<file path="src/eerc_pkg.sv">
// package: register map, field layout, reset values and timing counts for the enable output block
package eerc_pkg;
    // register offsets
    localparam logic [7:0] ADDR_SRC_SEL   = 8'h17;
    localparam logic [7:0] ADDR_DELAY     = 8'h18;
    localparam logic [7:0] ADDR_BUCK_SST  = 8'h19;
    localparam logic [7:0] ADDR_LIN_SST   = 8'h1a;
    localparam logic [7:0] ADDR_B1_CFG    = 8'h1b;
    localparam logic [7:0] ADDR_SLOT2     = 8'h15;
    // reset values
    localparam logic [7:0] RST_SRC_SEL    = 8'hc0;
    localparam logic [7:0] RST_DELAY      = 8'h00;
    localparam logic [7:0] RST_BUCK_SST   = 8'h55;
    localparam logic [7:0] RST_LIN_SST    = 8'h00;
    localparam logic [7:0] RST_B1_CFG     = 8'h6a;
    localparam logic [7:0] RST_SLOT2      = 8'h07;
    // writable bit masks (reserved bits read zero)
    localparam logic [7:0] MASK_SRC_SEL   = 8'hfe;
    localparam logic [7:0] MASK_LIN_SST   = 8'hc0;
    localparam logic [7:0] MASK_B1_CFG    = 8'hfe;
    localparam logic [7:0] MASK_SLOT2     = 8'h1f;
    // field positions
    localparam int SRC_MSB  = 7;
    localparam int SRC_LSB  = 6;
    localparam int RAIL_MSB = 5;
    localparam int RAIL_LSB = 3;
    localparam int PIN_MSB  = 2;
    localparam int PIN_LSB  = 1;
    localparam int D1_MSB   = 7;
    localparam int D1_LSB   = 4;
    localparam int D2_MSB   = 3;
    localparam int D2_LSB   = 0;
    localparam int LIN_MSB  = 7;
    localparam int LIN_LSB  = 6;
    localparam int ILIM_MSB = 7;
    localparam int ILIM_LSB = 6;
    localparam int SLEW_MSB = 5;
    localparam int SLEW_LSB = 4;
    localparam int FREQ_MSB = 3;
    localparam int FREQ_LSB = 1;
    localparam int SLOT_MSB = 4;
    localparam int SLOT_LSB = 0;
    // source codes
    typedef enum logic [1:0]
    {
        EERC_SRC_RAIL  = 2'h0,
        EERC_SRC_PIN   = 2'h1,
        EERC_SRC_SOFT  = 2'h2,
        EERC_SRC_SLOT  = 2'h3
    } eerc_src_e;
    // timing
    localparam int CLK_PERIOD_NS  = 10;
    localparam int DELAY_STEP_US  = 250;
    localparam int SLOT_STEP_US   = 250;
    localparam int DELAY_STEP_CYC = DELAY_STEP_US * 1000 / CLK_PERIOD_NS;
    localparam int SLOT_STEP_CYC  = SLOT_STEP_US * 1000 / CLK_PERIOD_NS;
endpackage

</file>
<file path="src/eerc_tick_if.sv">
// interface: step tick carried from the prescaler to the enable output logic
`timescale 1ns/1ps
interface eerc_tick_if;
    logic tick;
    logic clear;
    modport src (output tick, input clear);
    modport dst (input tick, output clear);
endinterface

</file>
<file path="src/eerc_step_timer.sv">
// module: prescaler giving one tick per fixed number of clock cycles
`timescale 1ns/1ps
module eerc_step_timer #(
    parameter int STEP_CYC = 25000
) (
    input  wire logic   i_sys_clk,
    input  wire logic   i_reset,
    eerc_tick_if.src    tk
);
    localparam int CW = $clog2(STEP_CYC);
    logic [CW-1:0] cnt_r;
    logic [CW-1:0] cnt_nxt;
    logic          tick_r;
    logic          tick_nxt;

    // refuse step counts the wrap compare cannot serve
    if (STEP_CYC < 2)
    begin
        $error("step count too small");
    end

    always_comb
    begin
        tick_nxt = 1'b0;
        cnt_nxt  = cnt_r + 1'b1;
        if (tk.clear)
            cnt_nxt = '0;
        else if (cnt_r == CW'(STEP_CYC - 1))
        begin
            cnt_nxt  = '0;
            tick_nxt = 1'b1;
        end
    end

    always_ff @(posedge i_sys_clk)
    begin
        if (i_reset)
        begin
            cnt_r  <= '0;
            tick_r <= 1'b0;
        end
        else
        begin
            cnt_r  <= cnt_nxt;
            tick_r <= tick_nxt;
        end
    end

    assign tk.tick = tick_r;
endmodule

</file>
<file path="src/eerc_top.sv">
// module: second external enable output generator and rail configuration registers
`timescale 1ns/1ps
//
// Operation
// Bits 7:6 of the source register choose rail good, input pin, software output or wake slot as the source.
// With rail sourcing, bits 5:3 pick one of buck1-4, linear 1-2, reset output status or supply monitor.
// With pin sourcing, bits 2:1 pick general pins 5 to 8 and the output rises after that pin is high.
// For rail, pin and slot sources the output rises only after the programmed delay has elapsed.
// The delay register holds output one delay in 7:4 and output two delay in 3:0, each code times 0.25ms.
// Buck1 to buck3 ramp selects encode 125, 250, 500 and 750 us.
// Buck4 ramp select uses the buck encoding in buck mode and 250 or 500 us in linear mode.
// Linear 1 and 2 ramp selects at bits 7 and 6 mean 250 us clear and 500 us set; other bits read zero.
// Buck1 current limit code in bits 7:6 gives 4, 5, 6 or 7 A with 5 A as default.
// Buck1 slew code in bits 5:4 gives 20, 15, 10 or 5 mV/us upward, always 5 downward, default 10.
// Buck1 frequency code in bits 3:1 gives 1, 1, 1, 1, 1.5, 2, 2.5 or 3 MHz with 2 MHz default.
// In slot mode the slot code zero disables, code 1 is 0 us and each further code adds 250 us.
// The output stays low while the source is low or the delay runs; reserved bits read zero.
module eerc_top #(
    parameter int DELAY_STEP_CYC = eerc_pkg::DELAY_STEP_CYC,
    parameter int SLOT_STEP_CYC  = eerc_pkg::SLOT_STEP_CYC
) (
    input  wire logic        i_sys_clk,
    input  wire logic        i_reset,
    input  wire logic [7:0]  i_reg_addr,
    input  wire logic [7:0]  i_reg_wdata,
    input  wire logic        i_reg_wr,
    input  wire logic        i_reg_rd,
    output logic [7:0]       o_reg_rdata,
    input  wire logic [7:0]  i_rail_power_good,
    input  wire logic [3:0]  i_gpio_high,
    input  wire logic        i_soft_out_level,
    input  wire logic        i_wake_start,
    output logic             o_second_enable_output,
    output logic [7:0]       o_buck_soft_start,
    output logic [1:0]       o_linear_soft_start,
    output logic [1:0]       o_buck1_current_limit,
    output logic [1:0]       o_buck1_slew_select,
    output logic [2:0]       o_buck1_switch_frequency,
    output logic [3:0]       o_out1_delay_code
);
    // *************************************
    // registers
    // *************************************
    logic [7:0] src_r, src_nxt;
    logic [7:0] dly_r, dly_nxt;
    logic [7:0] bsst_r, bsst_nxt;
    logic [7:0] lsst_r, lsst_nxt;
    logic [7:0] b1_r, b1_nxt;
    logic [7:0] slot_r, slot_nxt;
    logic [7:0] rdata_r, rdata_nxt;

    always_comb
    begin
        src_nxt   = src_r;
        dly_nxt   = dly_r;
        bsst_nxt  = bsst_r;
        lsst_nxt  = lsst_r;
        b1_nxt    = b1_r;
        slot_nxt  = slot_r;
        rdata_nxt = rdata_r;
        if (i_reg_wr)
        begin
            case (i_reg_addr)
                eerc_pkg::ADDR_SRC_SEL:  src_nxt  = i_reg_wdata & eerc_pkg::MASK_SRC_SEL;
                eerc_pkg::ADDR_DELAY:    dly_nxt  = i_reg_wdata;
                eerc_pkg::ADDR_BUCK_SST: bsst_nxt = i_reg_wdata;
                eerc_pkg::ADDR_LIN_SST:  lsst_nxt = i_reg_wdata & eerc_pkg::MASK_LIN_SST;
                eerc_pkg::ADDR_B1_CFG:   b1_nxt   = i_reg_wdata & eerc_pkg::MASK_B1_CFG;
                eerc_pkg::ADDR_SLOT2:    slot_nxt = i_reg_wdata & eerc_pkg::MASK_SLOT2;
                default:                 ;
            endcase
        end
        if (i_reg_rd)
        begin
            case (i_reg_addr)
                eerc_pkg::ADDR_SRC_SEL:  rdata_nxt = src_r;
                eerc_pkg::ADDR_DELAY:    rdata_nxt = dly_r;
                eerc_pkg::ADDR_BUCK_SST: rdata_nxt = bsst_r;
                eerc_pkg::ADDR_LIN_SST:  rdata_nxt = lsst_r;
                eerc_pkg::ADDR_B1_CFG:   rdata_nxt = b1_r;
                eerc_pkg::ADDR_SLOT2:    rdata_nxt = slot_r;
                default:                 rdata_nxt = 8'h00;
            endcase
        end
    end

    always_ff @(posedge i_sys_clk)
    begin
        if (i_reset)
        begin
            src_r   <= eerc_pkg::RST_SRC_SEL;
            dly_r   <= eerc_pkg::RST_DELAY;
            bsst_r  <= eerc_pkg::RST_BUCK_SST;
            lsst_r  <= eerc_pkg::RST_LIN_SST;
            b1_r    <= eerc_pkg::RST_B1_CFG;
            slot_r  <= eerc_pkg::RST_SLOT2;
            rdata_r <= 8'h00;
        end
        else
        begin
            src_r   <= src_nxt;
            dly_r   <= dly_nxt;
            bsst_r  <= bsst_nxt;
            lsst_r  <= lsst_nxt;
            b1_r    <= b1_nxt;
            slot_r  <= slot_nxt;
            rdata_r <= rdata_nxt;
        end
    end

    // *************************************
    // source selection
    // *************************************
    eerc_pkg::eerc_src_e src_sel;
    logic [2:0]          rail_sel;
    logic [1:0]          pin_sel;
    logic                src_level;

    assign src_sel  = eerc_pkg::eerc_src_e'(src_r[eerc_pkg::SRC_MSB:eerc_pkg::SRC_LSB]);
    assign rail_sel = src_r[eerc_pkg::RAIL_MSB:eerc_pkg::RAIL_LSB];
    assign pin_sel  = src_r[eerc_pkg::PIN_MSB:eerc_pkg::PIN_LSB];

    // *************************************
    // step tick sources
    // *************************************
    eerc_tick_if dtk ();
    eerc_tick_if stk ();

    eerc_step_timer #(.STEP_CYC(DELAY_STEP_CYC)) u_dly_tick
    (
        .i_sys_clk (i_sys_clk),
        .i_reset   (i_reset),
        .tk        (dtk.src)
    );

    eerc_step_timer #(.STEP_CYC(SLOT_STEP_CYC)) u_slot_tick
    (
        .i_sys_clk (i_sys_clk),
        .i_reset   (i_reset),
        .tk        (stk.src)
    );

    // *************************************
    // wake slot: source rises at the chosen slot after wake start
    // *************************************
    logic       wake_run_r, wake_run_nxt;
    logic [4:0] slot_cnt_r, slot_cnt_nxt;
    logic       slot_hit_r, slot_hit_nxt;

    assign stk.clear = i_wake_start;

    always_comb
    begin
        wake_run_nxt = wake_run_r;
        slot_cnt_nxt = slot_cnt_r;
        slot_hit_nxt = slot_hit_r;
        if (i_wake_start)
        begin
            wake_run_nxt = 1'b1;
            slot_cnt_nxt = 5'h01;
            slot_hit_nxt = 1'b0;
        end
        else if (wake_run_r)
        begin
            if (slot_r[eerc_pkg::SLOT_MSB:eerc_pkg::SLOT_LSB] == 5'h00)
                wake_run_nxt = 1'b0;
            else if (slot_cnt_r == slot_r[eerc_pkg::SLOT_MSB:eerc_pkg::SLOT_LSB])
            begin
                slot_hit_nxt = 1'b1;
                wake_run_nxt = 1'b0;
            end
            else if (stk.tick)
                slot_cnt_nxt = slot_cnt_r + 5'h01;
        end
    end

    always_ff @(posedge i_sys_clk)
    begin
        if (i_reset)
        begin
            wake_run_r <= 1'b0;
            slot_cnt_r <= 5'h00;
            slot_hit_r <= 1'b0;
        end
        else
        begin
            wake_run_r <= wake_run_nxt;
            slot_cnt_r <= slot_cnt_nxt;
            slot_hit_r <= slot_hit_nxt;
        end
    end

    always_comb
    begin
        case (src_sel)
            eerc_pkg::EERC_SRC_RAIL: src_level = i_rail_power_good[rail_sel];
            eerc_pkg::EERC_SRC_PIN:  src_level = i_gpio_high[pin_sel];
            eerc_pkg::EERC_SRC_SOFT: src_level = i_soft_out_level;
            eerc_pkg::EERC_SRC_SLOT: src_level = slot_hit_r;
            default:                 src_level = 1'b0;
        endcase
    end

    // *************************************
    // output delay state machine
    // *************************************
    typedef enum logic [2:0]
    {
        EERC_IDLE = 3'b001,
        EERC_WAIT = 3'b010,
        EERC_ON   = 3'b100
    } eerc_state_e;

    eerc_state_e state_r, state_nxt;
    logic [3:0]  dcnt_r, dcnt_nxt;
    logic        out_r, out_nxt;
    logic [3:0]  dcode;

    assign dcode     = dly_r[eerc_pkg::D2_MSB:eerc_pkg::D2_LSB];
    assign dtk.clear = (state_r == EERC_IDLE);

    always_comb
    begin
        state_nxt = state_r;
        dcnt_nxt  = dcnt_r;
        out_nxt   = 1'b0;
        case (state_r)
            EERC_IDLE:
            begin
                dcnt_nxt = 4'h0;
                if (src_level && (src_sel == eerc_pkg::EERC_SRC_SOFT || dcode == 4'h0))
                begin
                    state_nxt = EERC_ON;
                    out_nxt   = 1'b1;
                end
                else if (src_level)
                    state_nxt = EERC_WAIT;
            end
            EERC_WAIT:
            begin
                if (!src_level)
                    state_nxt = EERC_IDLE;
                else if (src_sel == eerc_pkg::EERC_SRC_SOFT || (dtk.tick && (dcnt_r + 4'h1 >= dcode)))
                begin
                    state_nxt = EERC_ON;
                    out_nxt   = 1'b1;
                end
                else if (dtk.tick)
                    dcnt_nxt = dcnt_r + 4'h1;
            end
            EERC_ON:
            begin
                if (!src_level)
                    state_nxt = EERC_IDLE;
                else
                    out_nxt = 1'b1;
            end
            default:
                state_nxt = EERC_IDLE;
        endcase
    end

    always_ff @(posedge i_sys_clk)
    begin
        if (i_reset)
        begin
            state_r <= EERC_IDLE;
            dcnt_r  <= 4'h0;
            out_r   <= 1'b0;
        end
        else
        begin
            state_r <= state_nxt;
            dcnt_r  <= dcnt_nxt;
            out_r   <= out_nxt;
        end
    end

    assign o_reg_rdata              = rdata_r;
    assign o_second_enable_output   = out_r;
    assign o_buck_soft_start        = bsst_r;
    assign o_linear_soft_start      = lsst_r[eerc_pkg::LIN_MSB:eerc_pkg::LIN_LSB];
    assign o_buck1_current_limit    = b1_r[eerc_pkg::ILIM_MSB:eerc_pkg::ILIM_LSB];
    assign o_buck1_slew_select      = b1_r[eerc_pkg::SLEW_MSB:eerc_pkg::SLEW_LSB];
    assign o_buck1_switch_frequency = b1_r[eerc_pkg::FREQ_MSB:eerc_pkg::FREQ_LSB];
    assign o_out1_delay_code        = dly_r[eerc_pkg::D1_MSB:eerc_pkg::D1_LSB];
endmodule

</file>
<file path="config.mk">
export PLATFORM = sky130hd
export DESIGN_NAME = eerc_top
export DESIGN_NICKNAME = d
export VERILOG_FILES = /design/src/eerc_pkg.sv /design/src/eerc_tick_if.sv /design/src/eerc_step_timer.sv /design/src/eerc_top.sv
export SDC_FILE = /design/constraint.sdc
export NUM_CORES = 1
export LEC_CHECK = 0
export ABC_AREA = 1
export BUFFER_PORTS_ARGS = -buffer_cell sky130_fd_sc_hd__buf_2
export CORE_ASPECT_RATIO = 0.8
export CORE_UTILIZATION = 42
export CTS_CLUSTER_DIAMETER = 200
export DETAILED_ROUTE_END_ITERATION = 12
export PLACE_DENSITY = 0.73
export SYNTH_ARGS = -nofsm -noshare
export SYNTH_HDL_FRONTEND = slang
export SYNTH_SLANG_ARGS = --single-unit
</file>
<file path="constraint.sdc">
create_clock -name i_sys_clk -period 3.61 [get_ports i_sys_clk]
set_input_delay 0.1805 -clock i_sys_clk [delete_from_list [all_inputs] [get_ports i_sys_clk]]
set_output_delay 0.1805 -clock i_sys_clk [all_outputs]
set_load 0.02 [all_outputs]
</file>
==> impl_metrics.toml, run 1 <==
[run_status]
status = "completed"

[sta]
clock_skew_ns = 0.0113
finalSetupViolCount = 0
relSlewSlack = 0.493
layout_setup_ws_ns = 1.51
rsz0062_at_grt = "false"
timing_hold_violations_final = 0
worst_slew_pin_slew_ns = 0.754
fmax_ghz = 0.476
drv_slew = 0
fin_crit_sh = 0.582
final.min_clock_period_ns = 2.10
fin_tns_setup_ns = 0

[route]
dr.pass1.iters = 5
ant_nets = 0
route.detailed.drc = 0
wl_per_cell_um = 13.5
vias = 4291
routed_wl_um = 11300
drtIter0Drc = 368
vias_per_cell = 5.10

[global_routing]
grt_overflow = 0
antenna_found_initial = 2
grt_max_degree = 36
grt_pass1_vias = 3980
grt_pass1_wl_um = 18600
grt.total_usage = 0.208

[worst_setup_path]
worst-path-buf-inv = 1
crit_arrival_ns = 2.34
worstSetupEndpointType = "register"
crit_slowest_cell = "dfxtp_1"
required_ns = 3.85
rrSetupSlack_ns = 1.51
cp_top_family = "simple AND/OR/NAND/NOR gates"
critPathLaunchType = "register"
max_stage_delay_ns = 0.41
path_max_fanout = 8
crit_path_frequent_cell = "nand2_1"
critPathKind = "reg2reg"
cp_cell_sequence = "ha_1, xor2_1, ha_1, nand2_1, inv_1, a21boi_0, nand4_1, nand2_1, nand3_1, nand2_1, nor2_1"

[clock_tree]
hold_buffers = 0
clk_path_buf_depth = 2
cts_setup_buffers = 0
cts_resized = 0
clockRootBuffer = "clkbuf_16"
cts_buffers = 9
clock_latency_ns = 0.35
cts_tree = "yes"
cts.sinks = 92
path_clk_slew_ns = 0.07
cts_htree_levels = 3

[pwr]
powerDensity_nw_per_um2 = 409
power_mw = 2.15
leakagePower_nw = 2.30
vdd_drop_max_mv = 0.232

[logic_synthesis]
synth_seq_area_share = 0.403
ys.flop_type = "dfxtp_1"
synthTopCellsByCount = "130 x nand2_1, 92 x dfxtp_1, 80 x inv_1, 67 x nand3_1, 55 x nor2_1"
yosys-top-cells-area = "dfxtp_1 40%, nand2_1 11%, nand3_1 7.3%"
synth_top_area_frac = 0.403
synth_area_um2 = 4570
syn_nets = 676
synth_top_family_by_area = "simple AND/OR/NAND/NOR gates"
synth-edff-count = 0
ys_seq_elements = 92
yosysWarnings = 0
yosys.area.top_type = "dfxtp_1"
yosysUniqueCellTypes = 37
syn_avg_cell_area_um2 = 7.20
synthCells = 634
synth-compound-area-share = 0.119
synth_simple_gate_area_frac = 0.337
synth-adder-area-share = 0.0219
synth_most_common_cell = "nand2_1"
muxShareOfSynthArea = 0
synth_xor_area_frac = 0.0268
async_flop_share = 0

[layout]
areaGrowthSynthToFinish_pct = 15.4
layout.nets = 736
drive_gt1_frac = 0.166

[die]
initial_core_util = 0.439
pin_count = 64
die_x_um = 119
dieArea_um2 = 11300
row_count = 33
coreArea_um2 = 10400
die_h_um = 95.3

[place]
dp.final_hpwl_um = 8680
portBuffers = 63
pre_cts_ws_ns = 1.53
place.gp.congestion = 0.880

[job]
drv_cap = 0

[hold_path]
hold_path.class = "in2reg"
==> worst paths after layout <==
path,from,to,cells past startpoint
setup / recovery,dcnt_r[0]$_SDFFE_PP0P_,dcnt_r[2]$_SDFFE_PP0P_,11
hold reg to reg,u_dly_tick.cnt_r[0]$_SDFF_PP0_,u_dly_tick.cnt_r[0]$_SDFF_PP0_,1
hold / removal,i_reg_wdata[0],slot_r[0]$_SDFFE_PP1P_,3
setup reg to reg,dcnt_r[0]$_SDFFE_PP0P_,dcnt_r[2]$_SDFFE_PP0P_,11
==> flip-flops by register name, summed over array words and instances (netlist names) <==
name and count:
o_reg_rdata 8, dly_r 8, lsst_r 2, state_r 3, u_dly_tick.cnt_r 15, wake_run_r 1, slot_cnt_r 5, u_slot_tick.cnt_r 15
src_r 7, slot_r 5, o_second_enable_output 1, dcnt_r 4, slot_hit_r 1, u_slot_tick.tk.tick 1, u_dly_tick.tk.tick 1, b1_r 7
o_buck_soft_start 8
==> cells in the final DEF, fill, tap and decap left out, drive strengths merged <==
master  instances
o21ai          39
nor3b           5
nor2           61
nand4          16
a21oi          55
nor4            5
o211ai          3
a21boi          1
nand3          70
diode           2
or2             2
ha              8
nor3           20
o21bai          3
clkinv          3
buf            64
dfxtp          92
xor2            9
clkbuf          9
nand2         138
xnor2           5
inv            91
==> layer usage <==
| metal | track usage | routed length, um |
|---|---|---|
| met5 | 0 | 0 |
| met1 | 0.257 | 5060 |
| met2 | 0.347 | 5220 |
| met4 | 0.0802 | 162 |
| met3 | 0.0598 | 903 |
==> kinds of logic after synthesis <==
| family | count (synthesis) |
|---|---|
| buffers and inverters | 102 |
| XOR/XNOR | 14 |
| AND/OR/NAND/NOR | 317 |
| flip-flops | 92 |
| AO/OA/AOI/OAI | 101 |
| adder cells (fa/ha/maj) | 8 |
==> cell type report <==
class	instances	area, um^2
well taps	140	175
repair buffers	64	323
clock inverters	7	62.6
diodes	2	5.00
clock buffers	9	225
fillers	1035	5140
multi-input cells	440	2310
inverters	87	328
flip-flops and latches	92	1840
==> metrics by stage <==
stage / instances / hold slack [ns] / cell area (um^2) / util
detailed placement: 823 / 0.445 / 4980 / 0.478
global route: 840 / 0.0906 / 5270 / 0.506
global placement: 823 / 0.428 / 4980 / 0.478
finish: 841 / 0.0838 / 5270 / 0.506
CTS: 839 / 0.0794 / 5260 / 0.506
floorplan: 634 / 0.294 / 4570 / -
==> report_power, final <==
group | switching (mW) | internal, mW | total, mW | leakage, nW
logic | 0.120 | 0.0662 | 0.186 | 1.42
clock network | 0.438 | 0.485 | 0.924 | 0.145
registers | 0.0133 | 1.03 | 1.04 | 0.743
total | 0.572 | 1.58 | 2.15 | 2.30
==> worst reg2reg max path: stages (launching register included) <==
cell	delay, ns
dfxtp_1	0.41
ha_1	0.21
xor2_1	0.21
ha_1	0.27
nand2_1	0.07
inv_1	0.05
a21boi_0	0.22
nand4_1	0.11
nand2_1	0.21
nand3_1	0.11
nand2_1	0.08
nor2_1	0.05
Power figures use the tool's default switching activity.
==> run 2, diff against run 1 <==
- ABC_AREA: 1 -> 0
- PLACE_DENSITY: 0.73 -> 0.76
- clock period: 3.61 -> 1.86 ns (I/O delays scaled with it)
==> run 2 against run 1 <==
  * The run now ends with setup timing left
  * Global-route usage grew 1.0 points
  * Power grew 91%
  * Sequential power grew 90%
  * Die area shrank 7.1%
  * Critical endpoint is now dcnt_r[1]$_SDFFE_PP0P_
  * Largest power group unchanged
  * Highest routed layer unchanged
==> impl_metrics.toml, run 2 <==
[worst_setup_path]
critPathLaunchType = "register"
path_max_fanout = 4
critPathKind = "reg2reg"
crit_slowest_cell = "a2111oi_4"
worstSetupEndpointType = "register"
worst-path-buf-inv = 1
cp_cell_sequence = "ha_1, nand2b_4, a2111oi_4, a21oi_2, nand4bb_4, buf_4, mux2i_1, nor2_1"
max_stage_delay_ns = 0.38
crit_arrival_ns = 2.18
cp_top_family = "compound AO/OA/AOI/OAI gates"
required_ns = 2.10

[pwr]
swShare = 0.211
power_mw = 4.11
leakagePower_nw = 2.04
seqPwrFrac = 0.481
vdd_drop_max_mv = 0.624
clkPwrFrac = 0.481
powerDensity_nw_per_um2 = 782
power_switching_mw = 0.868
p_int_mw = 3.24
power_frac_comb = 0.037

[clock_tree]
cts_setup_buffers = 0
cts_tree = "yes"
hold_buffers = 0
clk_path_buf_depth = 2
path_clk_slew_ns = 0.07
clock_latency_ns = 0.34
clockRootBuffer = "clkbuf_16"
cts.sinks = 92
cts_htree_levels = 3
cts_buffers = 9

[logic_synthesis]
synth-edff-count = 0
synthTopCellsByCount = "92 x dfxtp_1, 70 x nand2_1, 62 x nor2_1, 33 x nand3_1, 22 x a21oi_1"
async_flop_share = 0
ys.flop_type = "dfxtp_1"
synth-compound-area-share = 0.110
yosysUniqueCellTypes = 53
synth_seq_area_share = 0.435
synth_simple_gate_area_frac = 0.266
yosys-top-cells-area = "dfxtp_1 43%, nand2_1 6.2%, nor2_1 5.5%"
syn_nets = 530
synth-adder-area-share = 0.0236
synth_top_area_frac = 0.435
ys_seq_elements = 92
synth_top_family_by_area = "simple AND/OR/NAND/NOR gates"
muxShareOfSynthArea = 0.0608
yosys.area.top_type = "dfxtp_1"
syn_avg_cell_area_um2 = 8.68
synth_area_um2 = 4240
synth_most_common_cell = "dfxtp_1"
yosysWarnings = 0
synthCells = 488
synth_xor_area_frac = 0.0703

[sta]
worst_slew_pin_slew_ns = 0.516
final.min_clock_period_ns = 1.93
rsz0062_at_grt = "true"
finalSetupViolCount = 4
drv_slew = 0
relSlewSlack = 0.654
layout_setup_ws_ns = -0.0748
fin_crit_sh = 1.04
timing_hold_violations_final = 0
clock_skew_ns = 0.00578
fmax_ghz = 0.517

[die]
dieArea_um2 = 10500
initial_core_util = 0.436
pin_count = 64
row_count = 32
die_x_um = 114
die_h_um = 91.8
coreArea_um2 = 9730

[route]
vias_per_cell = 5.31
dr.pass1.iters = 5
route.detailed.drc = 0
drtIter0Drc = 362
ant_nets = 0
routed_wl_um = 10800
vias = 3756
wl_per_cell_um = 15.3

[global_routing]
grt_max_degree = 23
antenna_found_initial = 1
grt.total_usage = 0.219
grt_pass1_wl_um = 17800
grt_pass1_vias = 3596
grt_overflow = 0

[run_status]
failed_checks = "setup timing"
status = "finished, violations left"

[layout]
final_common_cell = "dfxtp_1"
areaGrowthSynthToFinish_pct = 24.2
design_area_um2 = 5260
layout.nets = 608
drive_gt1_frac = 0.254
final_cell_mix = "89 x dfxtp_1, 69 x nand2_1, 63 x buf_2"
fin_cells = 708
final_util = 0.541
top_regs = "u_dly_tick.cnt_r x15, u_slot_tick.cnt_r x15"
nFillCells = 874

[place]
dpl.cell_count = 691
pre_cts_ws_ns = -0.199
place_area_um2 = 4860
dp.final_hpwl_um = 8010
portBuffers = 63
place.gp.congestion = 0.874

[hold_path]
hold_path.class = "in2reg"

[job]
drv_cap = 0
-- run 2: stage by stage --
step / setup TNS (ns) / hold WS (ns)
after global routing: -0.356 / 0.0239
final: -0.183 / 0.0159
after detailed placement: -2.91 / 0.362
after CTS: -0.0798 / 0.00233
after floorplan: -0.196 / 0.214
after global placement: -1.94 / 0.344
-- run 2: worst reg2reg max path: stages (launching register included) --
cell and delay, ns:
dfxtp_4 0.37, ha_1 0.28, nand2b_4 0.16, a2111oi_4 0.38, a21oi_2 0.07, nand4bb_4 0.22, buf_4 0.17, mux2i_1 0.13
nor2_1 0.05
-- run 2: kinds of logic after synthesis --
family	Yosys count
adder cells (fa/ha/maj)	8
AND/OR/NAND/NOR	231
flip-flops	92
multiplexers	24
XOR/XNOR	34
buffers and inverters	31
AO/OA/AOI/OAI	68
-- run 2: final timing paths --
| path | start | end | slack [ns] | cells after the start |
|---|---|---|---|---|
| max | dcnt_r[0]$_SDFFE_PP0P_ | dcnt_r[1]$_SDFFE_PP0P_ | -0.07 | 8 |
| min reg2reg | u_dly_tick.cnt_r[0]$_SDFF_PP0_ | u_dly_tick.cnt_r[0]$_SDFF_PP0_ | 0.45 | 1 |
| min | i_wake_start | wake_run_r$_SDFF_PP0_ | 0.02 | 3 |
| max reg2reg | dcnt_r[0]$_SDFFE_PP0P_ | dcnt_r[1]$_SDFFE_PP0P_ | -0.07 | 8 |
-- run 2: area by class of cell --
class | instances | area, um^2 | share of cell area
multi-input combinational | 365 | 2360 | 0.449
antenna | 1 | 2.50 | 0.000476
sequential | 92 | 1850 | 0.352
clock inverter | 6 | 86.3 | 0.0164
timing repair buffer | 90 | 518 | 0.0985
clock buffer | 10 | 239 | 0.0454
tap | 136 | 170 | 0.0323
inverter | 8 | 30.0 | 0.00571
-- run 2: metal layers --
layer	share of wire	global-route usage
met1	0.45	0.294
met2	0.45	0.333
met3	0.070	0.0509
met4	0.026	0.0974
met5	0	0
-- run 2: power groups by stage --
stage	logic [mW]	clock network, mW	registers, mW
6_report	0.154	1.98	1.98
5_1_grt	0.166	2.09	1.98
4_1_cts	0.151	2.01	1.98
3_5_place_dp	0.150	0	2.03
3_3_place_gp	0.146	0	2.03
2_1_floorplan	0.0718	0	2.03
-- run 2: what timing repair did --
action | in CTS | in global routing
endpoints found under the setup margin | 7 | 14
gates cloned | 0 | 0
resized for setup | 11 | 7
hold endpoints to repair | 0 | 0
pin swaps | 3 | 0
